$ cat src/logic/link_fair_map.vh
/*
 constants for the link insertion fairness arbiter: counter sizes,
 reset values, packet kind codes, transmit source codes, register offsets.
 assumes inclusion by the arbiter and its counter bank only.
*/
`ifndef LINK_FAIR_MAP_VH
`define LINK_FAIR_MAP_VH

// rate measurement
`define UNIT_COUNT 32
`define UNIT_ID_W 5
`define UNIT_CNT_W 3
`define TOTAL_CNT_W 8
`define DENOM_RESET 8'h01

// insertion pacing
`define WINDOW_RESET 8'h01
`define PRIO_RESET 1'b0
`define LFSR_RESET 9'h1ff
`define WINDOW_SHIFT 3

// packet kinds on the forward path
`define KIND_POSTED 2'h0
`define KIND_NONPOSTED 2'h1
`define KIND_RESPONSE 2'h2

// transmit slot source codes
`define SRC_NONE 2'h0
`define SRC_FWD 2'h1
`define SRC_LOCAL 2'h2
`define SRC_INFO 2'h3

// rejected read data
`define REJ_DATA_WORD 32'hffffffff

// register map
`define ADDR_CTRL 8'h00
`define ADDR_STATUS 8'h04
`define CTRL_RESET 2'h0
`define CTRL_TERM_LSB 0
`define STATUS_HALF_W 16

`endif

$ cat src/logic/unit_rate_counters.v
/*
 per-unit forwarding rate counters and denominator capture for one
 traffic direction.
 assumes inc_i is a one-cycle request qualified by ce_i in the same cycle.
*/
`include "link_fair_map.vh"

module unit_rate_counters #(
	parameter UNITS = `UNIT_COUNT,
	parameter UW = `UNIT_ID_W,
	parameter CW = `UNIT_CNT_W,
	parameter TW = `TOTAL_CNT_W
) (
	// clock and reset
	input wire clk_i,
	input wire reset_i,
	input wire ce_i,
	// forwarded packet event
	input wire inc_i,
	input wire [UW-1:0] unit_i,
	// captured denominator
	output wire [TW-1:0] denom_o
);

	reg [CW-1:0] cnt_reg [0:UNITS-1];
	reg [TW-1:0] total_reg;
	reg [TW-1:0] denom_reg;
	integer k;

	assign denom_o = denom_reg;

	always @(posedge clk_i or posedge reset_i) begin
		if (reset_i) begin
			for (k = 0; k < UNITS; k = k + 1) begin
				cnt_reg[k] <= {CW{1'b0}};
			end
			total_reg <= {TW{1'b0}};
			denom_reg <= `DENOM_RESET;
		end else if (ce_i && inc_i) begin
			if (&cnt_reg[unit_i]) begin
				// overflow: keep post-increment total, restart measurement
				denom_reg <= total_reg + {{(TW-1){1'b0}}, 1'b1};
				for (k = 0; k < UNITS; k = k + 1) begin
					cnt_reg[k] <= {CW{1'b0}};
				end
				total_reg <= {TW{1'b0}};
			end else begin
				cnt_reg[unit_i] <= cnt_reg[unit_i] + {{(CW-1){1'b0}}, 1'b1};
				total_reg <= total_reg + {{(TW-1){1'b0}}, 1'b1};
			end
		end
	end

endmodule // unit_rate_counters

$ cat src/logic/link_insertion_fairness_arbiter.v
/*
 insertion arbiter and chain-end rejection logic for a tunnel node, two
 independent directions, with an apb register slave for chain-end flags
 and rejection counts.
 assumes all inputs synchronous to CLK_I; forward and local sources hold
 their packet until taken; buffer credit inputs reflect far-end space.
*/
// The implementer's own choices: the APB slave port and the address map.
// Contract
// - zero-unit rejected nonposted: error, nxa, bridge clear
// - nonzero-unit rejected nonposted: bridge set, same unit
// - rejected reads return all-ones requested doublewords
// - rejected responses and posted requests dropped silently
// - two separate fairness instances, no software control
// - thirty-two 3-bit counters, one 8-bit total
// - forwarded packet bumps unit and total counters
// - unit overflow captures total, clears all counters
// - denominator resets to one; insertion paced
// - no forward pending: local packet may go
// - window resets to one, priority to zero
// - forward only: send it, decrement window
// - local only: send it, clear priority
// - both pending: priority picks local, else forward
// - window reaching zero reloads and sets priority
// - nine-bit lfsr x^9+x^4+1 steps per reload
// - window loads (denominator plus lfsr low bits) >> 3
// - info packets bypass fairness counters
// - present only with credit; avoid channel starvation
// - forwarding toward chain-end link is rejected
// - rejected broadcasts silently discarded
`include "link_fair_map.vh"

module link_insertion_fairness_arbiter #(
	parameter UNIT_W = `UNIT_ID_W,
	parameter COUNT_W = 4,
	parameter TAG_W = 5,
	parameter VC_W = 2
) (
	// clock, reset, enable
	input wire CLK_I,
	input wire RESET_I,
	input wire CE_I,
	// apb slave
	input wire PSEL_I,
	input wire PENABLE_I,
	input wire PWRITE_I,
	input wire [7:0] PADDR_I,
	input wire [31:0] PWDATA_I,
	output reg [31:0] PRDATA_O,
	output wire PREADY_O,
	output wire PSLVERR_O,
	// forwarded packets, one lane per direction
	input wire [1:0] FWD_VALID_I,
	input wire [1:0] FWD_CREDIT_I,
	input wire [2*VC_W-1:0] FWD_VC_I,
	input wire [2*UNIT_W-1:0] FWD_UNIT_I,
	input wire [3:0] FWD_KIND_I,
	input wire [1:0] FWD_BCAST_I,
	input wire [1:0] FWD_READ_I,
	input wire [2*COUNT_W-1:0] FWD_COUNT_I,
	input wire [2*TAG_W-1:0] FWD_TAG_I,
	output wire [1:0] FWD_TAKE_O,
	// locally issued packets
	input wire [1:0] LOC_VALID_I,
	input wire [1:0] LOC_CREDIT_I,
	input wire [2*VC_W-1:0] LOC_VC_I,
	output wire [1:0] LOC_TAKE_O,
	// link info packets
	input wire [1:0] INFO_VALID_I,
	output wire [1:0] INFO_TAKE_O,
	// transmit slot record
	output wire [1:0] TX_VALID_O,
	output wire [3:0] TX_SRC_O,
	// rejection responses
	output wire [1:0] REJ_HDR_VALID_O,
	input wire [1:0] REJ_HDR_READY_I,
	output wire [2*UNIT_W-1:0] REJ_UNIT_O,
	output wire [2*TAG_W-1:0] REJ_TAG_O,
	output wire [1:0] REJ_READ_O,
	output wire [1:0] REJ_ERROR_O,
	output wire [1:0] REJ_NXA_O,
	output wire [1:0] REJ_BRIDGE_O,
	output wire [2*COUNT_W-1:0] REJ_COUNT_O,
	output wire [1:0] REJ_DATA_VALID_O,
	input wire [1:0] REJ_DATA_READY_I,
	output wire [63:0] REJ_DATA_O
);

	localparam RJ_IDLE = 2'h0;
	localparam RJ_HDR = 2'h1;
	localparam RJ_DATA = 2'h2;

	// polynomial x^9+x^4+1, shift toward msb
	function [8:0] lfsr_step;
		input [8:0] s;
		begin
			lfsr_step = {s[7:0], s[8] ^ s[3]};
		end
	endfunction

	function [7:0] window_load;
		input [7:0] denom;
		input [2:0] low;
		reg [8:0] sum;
		begin
			sum = {1'b0, denom} + {6'h00, low};
			window_load = {2'h0, sum[8:`WINDOW_SHIFT]};
		end
	endfunction

	// register slave
	reg [1:0] term_reg;
	reg [`STATUS_HALF_W-1:0] rej_cnt_reg [0:1];
	wire [1:0] rej_evt;
	wire apb_access = PSEL_I && PENABLE_I;
	wire hit_ctrl = PADDR_I == `ADDR_CTRL;
	wire hit_status = PADDR_I == `ADDR_STATUS;
	integer n;

	assign PREADY_O = 1'b1;
	assign PSLVERR_O = apb_access && !hit_ctrl && !hit_status;

	always @(posedge CLK_I or posedge RESET_I) begin
		if (RESET_I) begin
			term_reg <= `CTRL_RESET;
			PRDATA_O <= 32'h00000000;
			for (n = 0; n < 2; n = n + 1) begin
				rej_cnt_reg[n] <= {`STATUS_HALF_W{1'b0}};
			end
		end else if (CE_I) begin
			if (apb_access && PWRITE_I && hit_ctrl) begin
				term_reg <= PWDATA_I[`CTRL_TERM_LSB +: 2];
			end
			if (PSEL_I && !PENABLE_I) begin
				if (hit_ctrl) begin
					PRDATA_O <= {30'h00000000, term_reg};
				end else if (hit_status) begin
					PRDATA_O <= {rej_cnt_reg[1], rej_cnt_reg[0]};
				end else begin
					PRDATA_O <= 32'h00000000;
				end
			end
			for (n = 0; n < 2; n = n + 1) begin
				// saturating rejection tally
				if (rej_evt[n] && !(&rej_cnt_reg[n])) begin
					rej_cnt_reg[n] <= rej_cnt_reg[n] + {{(`STATUS_HALF_W-1){1'b0}}, 1'b1};
				end
			end
		end
	end

	// one fully separate fairness engine per direction
	genvar g;
	generate
		for (g = 0; g < 2; g = g + 1) begin : dir
			wire term = term_reg[g];
			wire f_valid = FWD_VALID_I[g];
			wire [VC_W-1:0] f_vc = FWD_VC_I[g*VC_W +: VC_W];
			wire [UNIT_W-1:0] f_unit = FWD_UNIT_I[g*UNIT_W +: UNIT_W];
			wire [1:0] f_kind = FWD_KIND_I[2*g +: 2];
			wire [VC_W-1:0] l_vc = LOC_VC_I[g*VC_W +: VC_W];
			wire [7:0] denom;

			reg [7:0] window_reg;
			reg prio_reg;
			reg [8:0] lfsr_reg;
			reg tx_valid_reg;
			reg [1:0] tx_src_reg;

			reg [1:0] rj_state_reg;
			reg [UNIT_W-1:0] rj_unit_reg;
			reg [TAG_W-1:0] rj_tag_reg;
			reg rj_read_reg;
			reg rj_bridge_reg;
			reg rj_flag_reg;
			reg [COUNT_W-1:0] rj_count_reg;
			reg [COUNT_W-1:0] rj_beat_reg;

			wire rj_idle = rj_state_reg == RJ_IDLE;
			// info packets own the slot and never touch pacing state
			wire info = INFO_VALID_I[g];
			// keep a forward packet from eating the buffer a prioritised
			// local packet in the same channel is waiting for
			wire vc_hold = prio_reg && LOC_VALID_I[g] && !LOC_CREDIT_I[g] &&
				(f_vc == l_vc);
			wire fwd_req = !term && f_valid && FWD_CREDIT_I[g] && !vc_hold;
			wire loc_req = !term && LOC_VALID_I[g] && LOC_CREDIT_I[g];
			wire send_fwd = CE_I && !info && fwd_req && (!loc_req || !prio_reg);
			wire send_loc = CE_I && !info && loc_req && !send_fwd;
			// toward a chain-end link, forwarded packets are consumed here
			wire rej_take = CE_I && term && f_valid && rj_idle;
			wire rej_np = (f_kind == `KIND_NONPOSTED) && !FWD_BCAST_I[g];

			assign rej_evt[g] = rej_take;
			assign FWD_TAKE_O[g] = send_fwd || rej_take;
			assign LOC_TAKE_O[g] = send_loc;
			assign INFO_TAKE_O[g] = CE_I && info;
			assign TX_VALID_O[g] = tx_valid_reg;
			assign TX_SRC_O[2*g +: 2] = tx_src_reg;

			unit_rate_counters #(
				.UNITS(`UNIT_COUNT),
				.UW(UNIT_W),
				.CW(`UNIT_CNT_W),
				.TW(`TOTAL_CNT_W)
			) rate (
				.clk_i(CLK_I),
				.reset_i(RESET_I),
				.ce_i(CE_I),
				.inc_i(send_fwd),
				.unit_i(f_unit),
				.denom_o(denom)
			);

			always @(posedge CLK_I or posedge RESET_I) begin
				if (RESET_I) begin
					window_reg <= `WINDOW_RESET;
					prio_reg <= `PRIO_RESET;
					lfsr_reg <= `LFSR_RESET;
					tx_valid_reg <= 1'b0;
					tx_src_reg <= `SRC_NONE;
				end else if (CE_I) begin
					tx_valid_reg <= info || send_fwd || send_loc;
					if (info) begin
						tx_src_reg <= `SRC_INFO;
					end else if (send_fwd) begin
						tx_src_reg <= `SRC_FWD;
					end else if (send_loc) begin
						tx_src_reg <= `SRC_LOCAL;
					end else begin
						tx_src_reg <= `SRC_NONE;
					end
					if (send_fwd) begin
						// a load of zero also counts as spent on next decrement
						if (window_reg <= 8'h01) begin
							window_reg <= window_load(denom, lfsr_reg[2:0]);
							prio_reg <= 1'b1;
							lfsr_reg <= lfsr_step(lfsr_reg);
						end else begin
							window_reg <= window_reg - 8'h01;
						end
					end else if (send_loc) begin
						prio_reg <= 1'b0;
					end
				end
			end

			// rejection response sequencer
			always @(posedge CLK_I or posedge RESET_I) begin
				if (RESET_I) begin
					rj_state_reg <= RJ_IDLE;
					rj_unit_reg <= {UNIT_W{1'b0}};
					rj_tag_reg <= {TAG_W{1'b0}};
					rj_read_reg <= 1'b0;
					rj_bridge_reg <= 1'b0;
					rj_flag_reg <= 1'b0;
					rj_count_reg <= {COUNT_W{1'b0}};
					rj_beat_reg <= {COUNT_W{1'b0}};
				end else if (CE_I) begin
					case (rj_state_reg)
						RJ_IDLE: begin
							if (rej_take && rej_np) begin
								rj_state_reg <= RJ_HDR;
								// zero unit answers with unit zero, else echoes it
								rj_unit_reg <= FWD_UNIT_I[g*UNIT_W +: UNIT_W];
								rj_bridge_reg <= |f_unit;
								rj_flag_reg <= 1'b1;
								rj_tag_reg <= FWD_TAG_I[g*TAG_W +: TAG_W];
								rj_read_reg <= FWD_READ_I[g];
								rj_count_reg <= FWD_COUNT_I[g*COUNT_W +: COUNT_W];
								rj_beat_reg <= {COUNT_W{1'b0}};
							end
						end
						RJ_HDR: begin
							if (REJ_HDR_READY_I[g]) begin
								rj_state_reg <= rj_read_reg ? RJ_DATA : RJ_IDLE;
							end
						end
						RJ_DATA: begin
							if (REJ_DATA_READY_I[g]) begin
								if (rj_beat_reg == rj_count_reg) begin
									rj_state_reg <= RJ_IDLE;
								end else begin
									rj_beat_reg <= rj_beat_reg + {{(COUNT_W-1){1'b0}}, 1'b1};
								end
							end
						end
						default: begin
							rj_state_reg <= RJ_IDLE;
						end
					endcase
				end
			end

			assign REJ_HDR_VALID_O[g] = rj_state_reg == RJ_HDR;
			assign REJ_DATA_VALID_O[g] = rj_state_reg == RJ_DATA;
			assign REJ_UNIT_O[g*UNIT_W +: UNIT_W] = rj_unit_reg;
			assign REJ_TAG_O[g*TAG_W +: TAG_W] = rj_tag_reg;
			assign REJ_READ_O[g] = rj_read_reg;
			assign REJ_ERROR_O[g] = rj_flag_reg;
			assign REJ_NXA_O[g] = rj_flag_reg;
			assign REJ_BRIDGE_O[g] = rj_bridge_reg;
			assign REJ_COUNT_O[g*COUNT_W +: COUNT_W] = rj_count_reg;
			assign REJ_DATA_O[32*g +: 32] = `REJ_DATA_WORD;
		end
	endgenerate

endmodule // link_insertion_fairness_arbiter

$ cat config.mk
export PLATFORM = sky130hd
export DESIGN_NAME = link_insertion_fairness_arbiter
export DESIGN_NICKNAME = d
export VERILOG_FILES = /design/src/logic/unit_rate_counters.v /design/src/logic/link_insertion_fairness_arbiter.v
export VERILOG_INCLUDE_DIRS = /design/src /design/src/logic
export SDC_FILE = /design/constraint.sdc
export NUM_CORES = 1
export LEC_CHECK = 0
export ABC_AREA = 1
export BUFFER_PORTS_ARGS = -buffer_cell sky130_fd_sc_hd__buf_2
export CORE_UTILIZATION = 59
export DETAILED_ROUTE_END_ITERATION = 6
export PLACE_DENSITY = 0.81
export SLEW_MARGIN = 20
export SYNTH_ARGS = -nofsm -noshare
export SYNTH_HDL_FRONTEND = slang
export SYNTH_SLANG_ARGS = --single-unit
$ cat constraint.sdc
create_clock -name CLK_I -period 13.4 [get_ports CLK_I]
set_input_delay 0 -clock CLK_I [delete_from_list [all_inputs] [get_ports CLK_I]]
set_output_delay 0 -clock CLK_I [all_outputs]
set_load 0.01 [all_outputs]
=== Yosys cells after proc, flatten, opt, wreduce, memory -nomap -nowiden ===
Index checks and enable logic that the tools add are counted.

* Equality and inequality tests: 23
* Multipliers: 0
* Reduce and logical (&&, ||, !) cells: 110
* Muxes and demuxes: 52
* $add $sub $neg: 12
* Bitwise logic cells: 4
* Shifts and indexed selects: 0
* Magnitude comparators: 6
* Divide/modulo/power cells: 0

{| class="wikitable"
|+ Operators by type and width
! kind !! number
|-
| $bwmux W96 || 2
|-
| $mux W96 || 2
|-
| $mux W32 || 2
|-
| $logic_and A1 B1 Y1 || 50
|-
| $add A16 B1 Y16 const B || 2
|-
| $mux W2 || 16
|-
| $mux W8 || 4
|-
| $reduce_and A16 Y1 || 2
|-
| $bmux W3 S5 || 2
|-
| $demux W3 S5 || 2
|-
| $mux W4 || 6
|-
| $reduce_and A3 Y1 || 8
|-
| $logic_not A1 Y1 || 21
|-
| $reduce_and A5 Y1 || 4
|-
| $add A8 B3 Y9 || 2
|-
| $mux W3 || 6
|-
| $add A8 B1 Y8 const B || 2
|-
| $le A8 B1 Y1 const B || 2
|-
| $ne A2 B1 Y1 const B || 8
|-
| $pmux W4 S2 || 2
|-
| $sub A8 B1 Y8 const B || 2
|-
| $ge A6 B6 Y1 const B || 2
|-
| $lt A6 B1 Y1 const B || 2
|-
| $not A5 Y6 || 2
|-
| other kinds (18) || 54
|}

* Memories: 0
* Bits in read-only memories: 0
* Latch bits: 0
* Logic and storage cells: 305
* RAM bits: 0
* Output and inout bits: 150
* Bits in registers: 378

=== Depth between registers and ports, before layout ===
* Word-level depth: 12
* Mapped depth: 20
* Gate-level depth less buffers: 16

=== By module ===
A second synthesis with hierarchy kept.

* Cell total of the unflattened synthesis: 2769
* Area total of the unflattened synthesis: 20448.4 µm²

{| class="wikitable"
|+ Modules (own cells, without submodules)
! module !! cells an instance !! seq. area each (µm²) !! area an instance (µm²) !! times used
|-
| link_insertion_fairness_arbiter || 1175 || 3878.7 || 8813.5 || 1
|-
| unit_rate_counters (dir[0].rate) || 789 || 2803.9 || 5826.8 || 1
|-
| unit_rate_counters (dir[1].rate) || 805 || 2803.9 || 5808.1 || 1
|}

=== Worst setup path after synthesis ===
OpenSTA, ideal clock, no wires.

* Kind: input to register
* Start: input port FWD_UNIT_I[0]
* End: register dir[0].rate.cnt_reg[40] in the netlist's numbering
* Slack: 10.964 ns
* Setup time: 0.083 ns
* Arrival: 2.353 ns
* Cell stages on the path: 17
* Path buffers: 5
* Data required time: 13.317 ns
* Cells stage by stage: buf_4 buf_4 nor2_1 buf_2 inv_1 o21ai_0 o21ai_0 nand2_1 nor2_1 nand2_1 ha_1 ha_1 clkbuf_1 nor2_1 clkbuf_1 nand3_1 o21ai_0

* Longest elaborated chain between the ends: 7

{| class="wikitable"
|+ RTL lines
! what !! RTL line !! source
|-
| start, declared || link_insertion_fairness_arbiter.v:56 || <nowiki>input wire [2*UNIT_W-1:0] FWD_UNIT_I,</nowiki>
|-
| $not A5 Y6 (implied by the code) * || unit_rate_counters.v:40, unit_rate_counters.v:48 ||
|-
| $bmux W3 S5 (tied with other cells) || unit_rate_counters.v:40, unit_rate_counters.v:48 ||
|-
| $mux W3 (implied by the code) / $logic_and A1 B1 Y1 (equally long branches) || unit_rate_counters.v:40, unit_rate_counters.v:48 ||
|-
| $mux W3 (on tied branches) || unit_rate_counters.v:40, unit_rate_counters.v:48 ||
|-
| $add A3 B1 Y3 / $demux W3 S5 (equally long branches) || unit_rate_counters.v:48 || <nowiki>cnt_reg[unit_i] <= cnt_reg[unit_i] + {{(CW-1){1'b0}}, 1'b1};</nowiki>
|-
| $bwmux W96 || unit_rate_counters.v:48 ||
|-
| $mux W96 * || unit_rate_counters.v:40 || <nowiki>if (&cnt_reg[unit_i]) begin</nowiki>
|-
| end signal, assigned by index || unit_rate_counters.v:35 || <nowiki>cnt_reg[k] <= {CW{1'b0}};</nowiki>
|-
| end signal, assigned by index || unit_rate_counters.v:44 || <nowiki>cnt_reg[k] <= {CW{1'b0}};</nowiki>
|-
| end signal, assigned by index || unit_rate_counters.v:48 ||
|-
| end, declared || unit_rate_counters.v:25 || <nowiki>reg [CW-1:0] cnt_reg [0:UNITS-1];</nowiki>
|}

Mark *: on every way between the ends. The rest lies on a longest branch, timed or not. The select of a mux whose other input is x is not followed.
A chain may end at the register's enable or synchronous reset.

=== Worst setup path after layout ===
* Start: input port FWD_UNIT_I[0]
* End: register dir[0].rate.cnt_reg[46] in the netlist's numbering

The elaborated chain is that of the path after synthesis.

==> out/results.txt <==
number of detailed-route iterations in the first pass - 6
sequential group share of total power - 44.4%
Floorplan Core Area - 34500 sq um
biggest fanout along the worst timing path - 36
number of hold violations in the final report - 0
minimum clock period after layout - 4.33 ns
htree depth - 2
power per cell area - 125 nW/um^2
met1 usage - 39.3%
ports placed on the boundary - 254
number of flops mapped to enable cells by yosys - 0
DRC violation count after routing - 0
Yosys top cell area share - 43.2%
Hold Path Class - in2reg
number of synthesis warnings - 0
non-filler cells in the finished layout - 3352
run status - finished clean
ys flop type - dfrtp_1
layer with the highest usage - met2
overall routing resource usage - 30.1%
buffers and inverters on the worst path - 3
Worst Setup End Kind - flip-flop
worst vdd ir - 0.107 mV
filler cell count - 2738
maximum buffer depth of the clock tree - 3
root cell of the clock tree - clkbuf_16
Arr. time, crit path - 4.79 ns
initial standard-cell utilization of the core - 59.9%
synthesized instance count - 2724
static power due to leakage - 12.7 nW
Startpoint Class - primary input
CTS Sinks - 378
area taken by multi-input logic gates - 9260 sq um
required time at the endpoint of the critical path - 13.85 ns
global route overflow - 0
Clk pin slew, worst setup/hold paths - 0.06 ns
first-pass GRT wire length - 88700 um
area growth from synthesis to layout - 12.4%
number of nets with antenna violations after routing - 0
overall power - 0.00290 W
number of global-route vias before repair - 18299
maximum number of pins on one net before global-route repair - 180
Port Buffers - 158
post-synthesis cell area - 20600 sq um
critical path's largest stage delay - 0.78 ns
Net Switching - 0.000819 W
final critical-path share of the clock period - 32.3%
Die Span Y - 189 um
via count normalized by instance count - 5.62
number of antenna violations at the first check in global routing - 1
storage element area - 9490 sq um
Slowest-stage cell, CP - nor2_2
Crit path max-delay family - simple AND/OR/NAND/NOR gates
commonest cells after routing, fill and taps aside - nand2_1 (966), dfrtp_1 (356), inv_1 (245)
number of unique standard cell types used by synthesis - 40
mean area per synthesized cell - 7.58 sq um
kind of critical path - in2reg
number of antenna cells inserted - 0
Global Route met3 Usage - 4.54%
met2 global-route usage - 50.7%
Highest Clock Rate - 231 MHz
async set or reset register ratio after synthesis - 100%
number of buffers inserted during clock tree synthesis - 42
worst-margin pin slew - 1.12 ns
post-synthesis sequential element count - 378
crit path cell chain - buf_2 > inv_2 > nand2_1 > nand2_1 > nand2_1 > nand2_1 > nand2_1 > nand2_2 > nor2_4 > nand2_1 > ha_1 > ha_1 > nor2_2 > buf_4 > nand3_1 > o21ai_0
sequential cell area fraction in the yosys report - 46.0%
count of endpoints failing setup in the final report - 0
Worst Hold Margin - 0.0156 ns
DP HPWL - 32100 um
leading cell type in the layout, fill and taps excluded - nand2_1
largest clock skew in the final design - 0.0301 ns
most area-hungry cell type in the Yosys netlist - dfrtp_1
sum of negative setup slack - 0 ns
CTS tree - done
detail-routed net length per standard cell - 15.9 um
switching portion of total power - 28.2%
power share of the combinational group - 14.4%
wirelength, routed - 53400 um
internal power summed over all cells - 0.00208 W
leading cell types by total area after synthesis - dfrtp_1 (43%), nand2_1 (18%), o21ai_0 (5.6%)
max capacitance violation total - 0
part of the total power dissipated in the clock network - 41.2%
R2R Setup Slk - 9.16 ns
DRC marker count from the first detailed-route iteration - 2037
headroom to the max-slew limit - 25.6%
clock latency on the worst-skew pair - 0.56 ns
number of cell rows - 68
via count - 18828
floorplan die area - 35700 sq um
number of buffers inserted to repair setup after CTS - 0
DP Cell Count - 3222
fraction of final layout cells with drive strength greater than 1 - 12.4%
library cell appearing most often on the critical path - nand2_1
final weighted congestion of routability-driven global placement - 0.890
Largest register FFs - 192
Max Slew Vio Count - 0
fin nets - 2989
width of the chip - 189 um
RSZ-0062 raised after global routing - false
-- power by group through the flow --
stage / combinational (W) / sequential [W] / clock [W]
floorplan: 0.000265 / 0.00131 / 0
global placement: 0.000380 / 0.00130 / 0
detailed placement: 0.000390 / 0.00131 / 0
CTS: 0.000411 / 0.00129 / 0.00121
global route: 0.000463 / 0.00130 / 0.00126
finish: 0.000417 / 0.00129 / 0.00120
-- cells in the mapped netlist (11+ instances only) --
| cell type | instances |
|---|---|
| buf_6 | 11 |
| nor2_2 | 24 |
| buf_2 | 47 |
| nand3_1 | 173 |
| nand2_1 | 967 |
| buf_4 | 83 |
| inv_1 | 247 |
| a21oi_1 | 25 |
| xor2_1 | 51 |
| nor3_1 | 34 |
| dfstp_2 | 22 |
| ha_1 | 20 |
| inv_2 | 19 |
| o21ai_0 | 231 |
| o21ai_1 | 15 |
| clkbuf_1 | 50 |
| mux2_2 | 19 |
| dfrtp_1 | 356 |
| a22oi_1 | 25 |
| nor2_1 | 148 |
| nand4_1 | 103 |
-- cell type report --
cell class / instances / area share [%]
clock buffer: 57 / 5.21
timing repair buffer: 224 / 6.18
sequential: 378 / 40.9
tap: 455 / 2.45
multi-input combinational: 1952 / 39.9
inverter: 267 / 4.36
clock inverter: 19 / 1.01
-- worst min-delay path, delay by kind of cell --
family	cells	cell delay (ns)
AND/OR/NAND/NOR	4	0.33
buffers and inverters	2	0.21
-- kinds of logic (layout without fill, tap and decap cells) --
logic type                 count (synthesis)  after routing  synth area share [%]
DFF                                      378            378                  46.0
AOI/OAI and AO/OA                        310            310                  8.07
other                                      1             65                0.0182
adders and majority gates                 20             20                  1.21
buffers and inverters                    458            567                  10.5
and+or+nand+nor                         1482           1482                  30.8
muxes                                     19             19                  1.04
xor gates and xnor gates                  56             56                  2.38
-- layer usage --
| layer | share of wire, % | vias to the layer above |
|---|---|---|
| met1 | 41 | 8893 |
| met2 | 48 | 900 |
| met3 | 8.5 | 134 |
| met5 | 0.024 | - |
| met4 | 2.7 | 2 |
| li1 | - | 8899 |
-- metrics by stage --
stage / area (sq um) / worst slack, ns / utilization [%]
3_3_place_gp: 21200 / 8.78 / 61.6
6_report: 23200 / 9.07 / 67.3
2_1_floorplan: 20900 / 2.94 / -
5_1_grt: 23200 / 8.83 / 67.3
4_1_cts: 23200 / 9.23 / 67.3
3_5_place_dp: 21200 / 8.69 / 61.6
-- timing repair --
item                      in CTS  in global routing
hold buffers                  54                  0
resized for setup              0                  0
hold endpoints to repair     174                  0
-- path summary, 6_finish.rpt --
check / startpoint / endpoint / cells past startpoint
setup / recovery: FWD_UNIT_I[0] / dir[0].rate.cnt_reg[46] / 16
hold / removal: REJ_DATA_READY_I[0] / dir[0].rj_beat_reg[0] / 6
setup reg to reg: dir[1].rate.cnt_reg[93] / dir[1].rate.cnt_reg[93] / 14
hold reg to reg: dir[0].rate.cnt_reg[56] / dir[0].rate.cnt_reg[56] / 2
max in group asynchronous: RESET_I / PRDATA_O[15] / 4
min in group asynchronous: RESET_I / dir[1].rate.cnt_reg[44] / 3
Note: power is estimated with default switching activity, not from simulation.
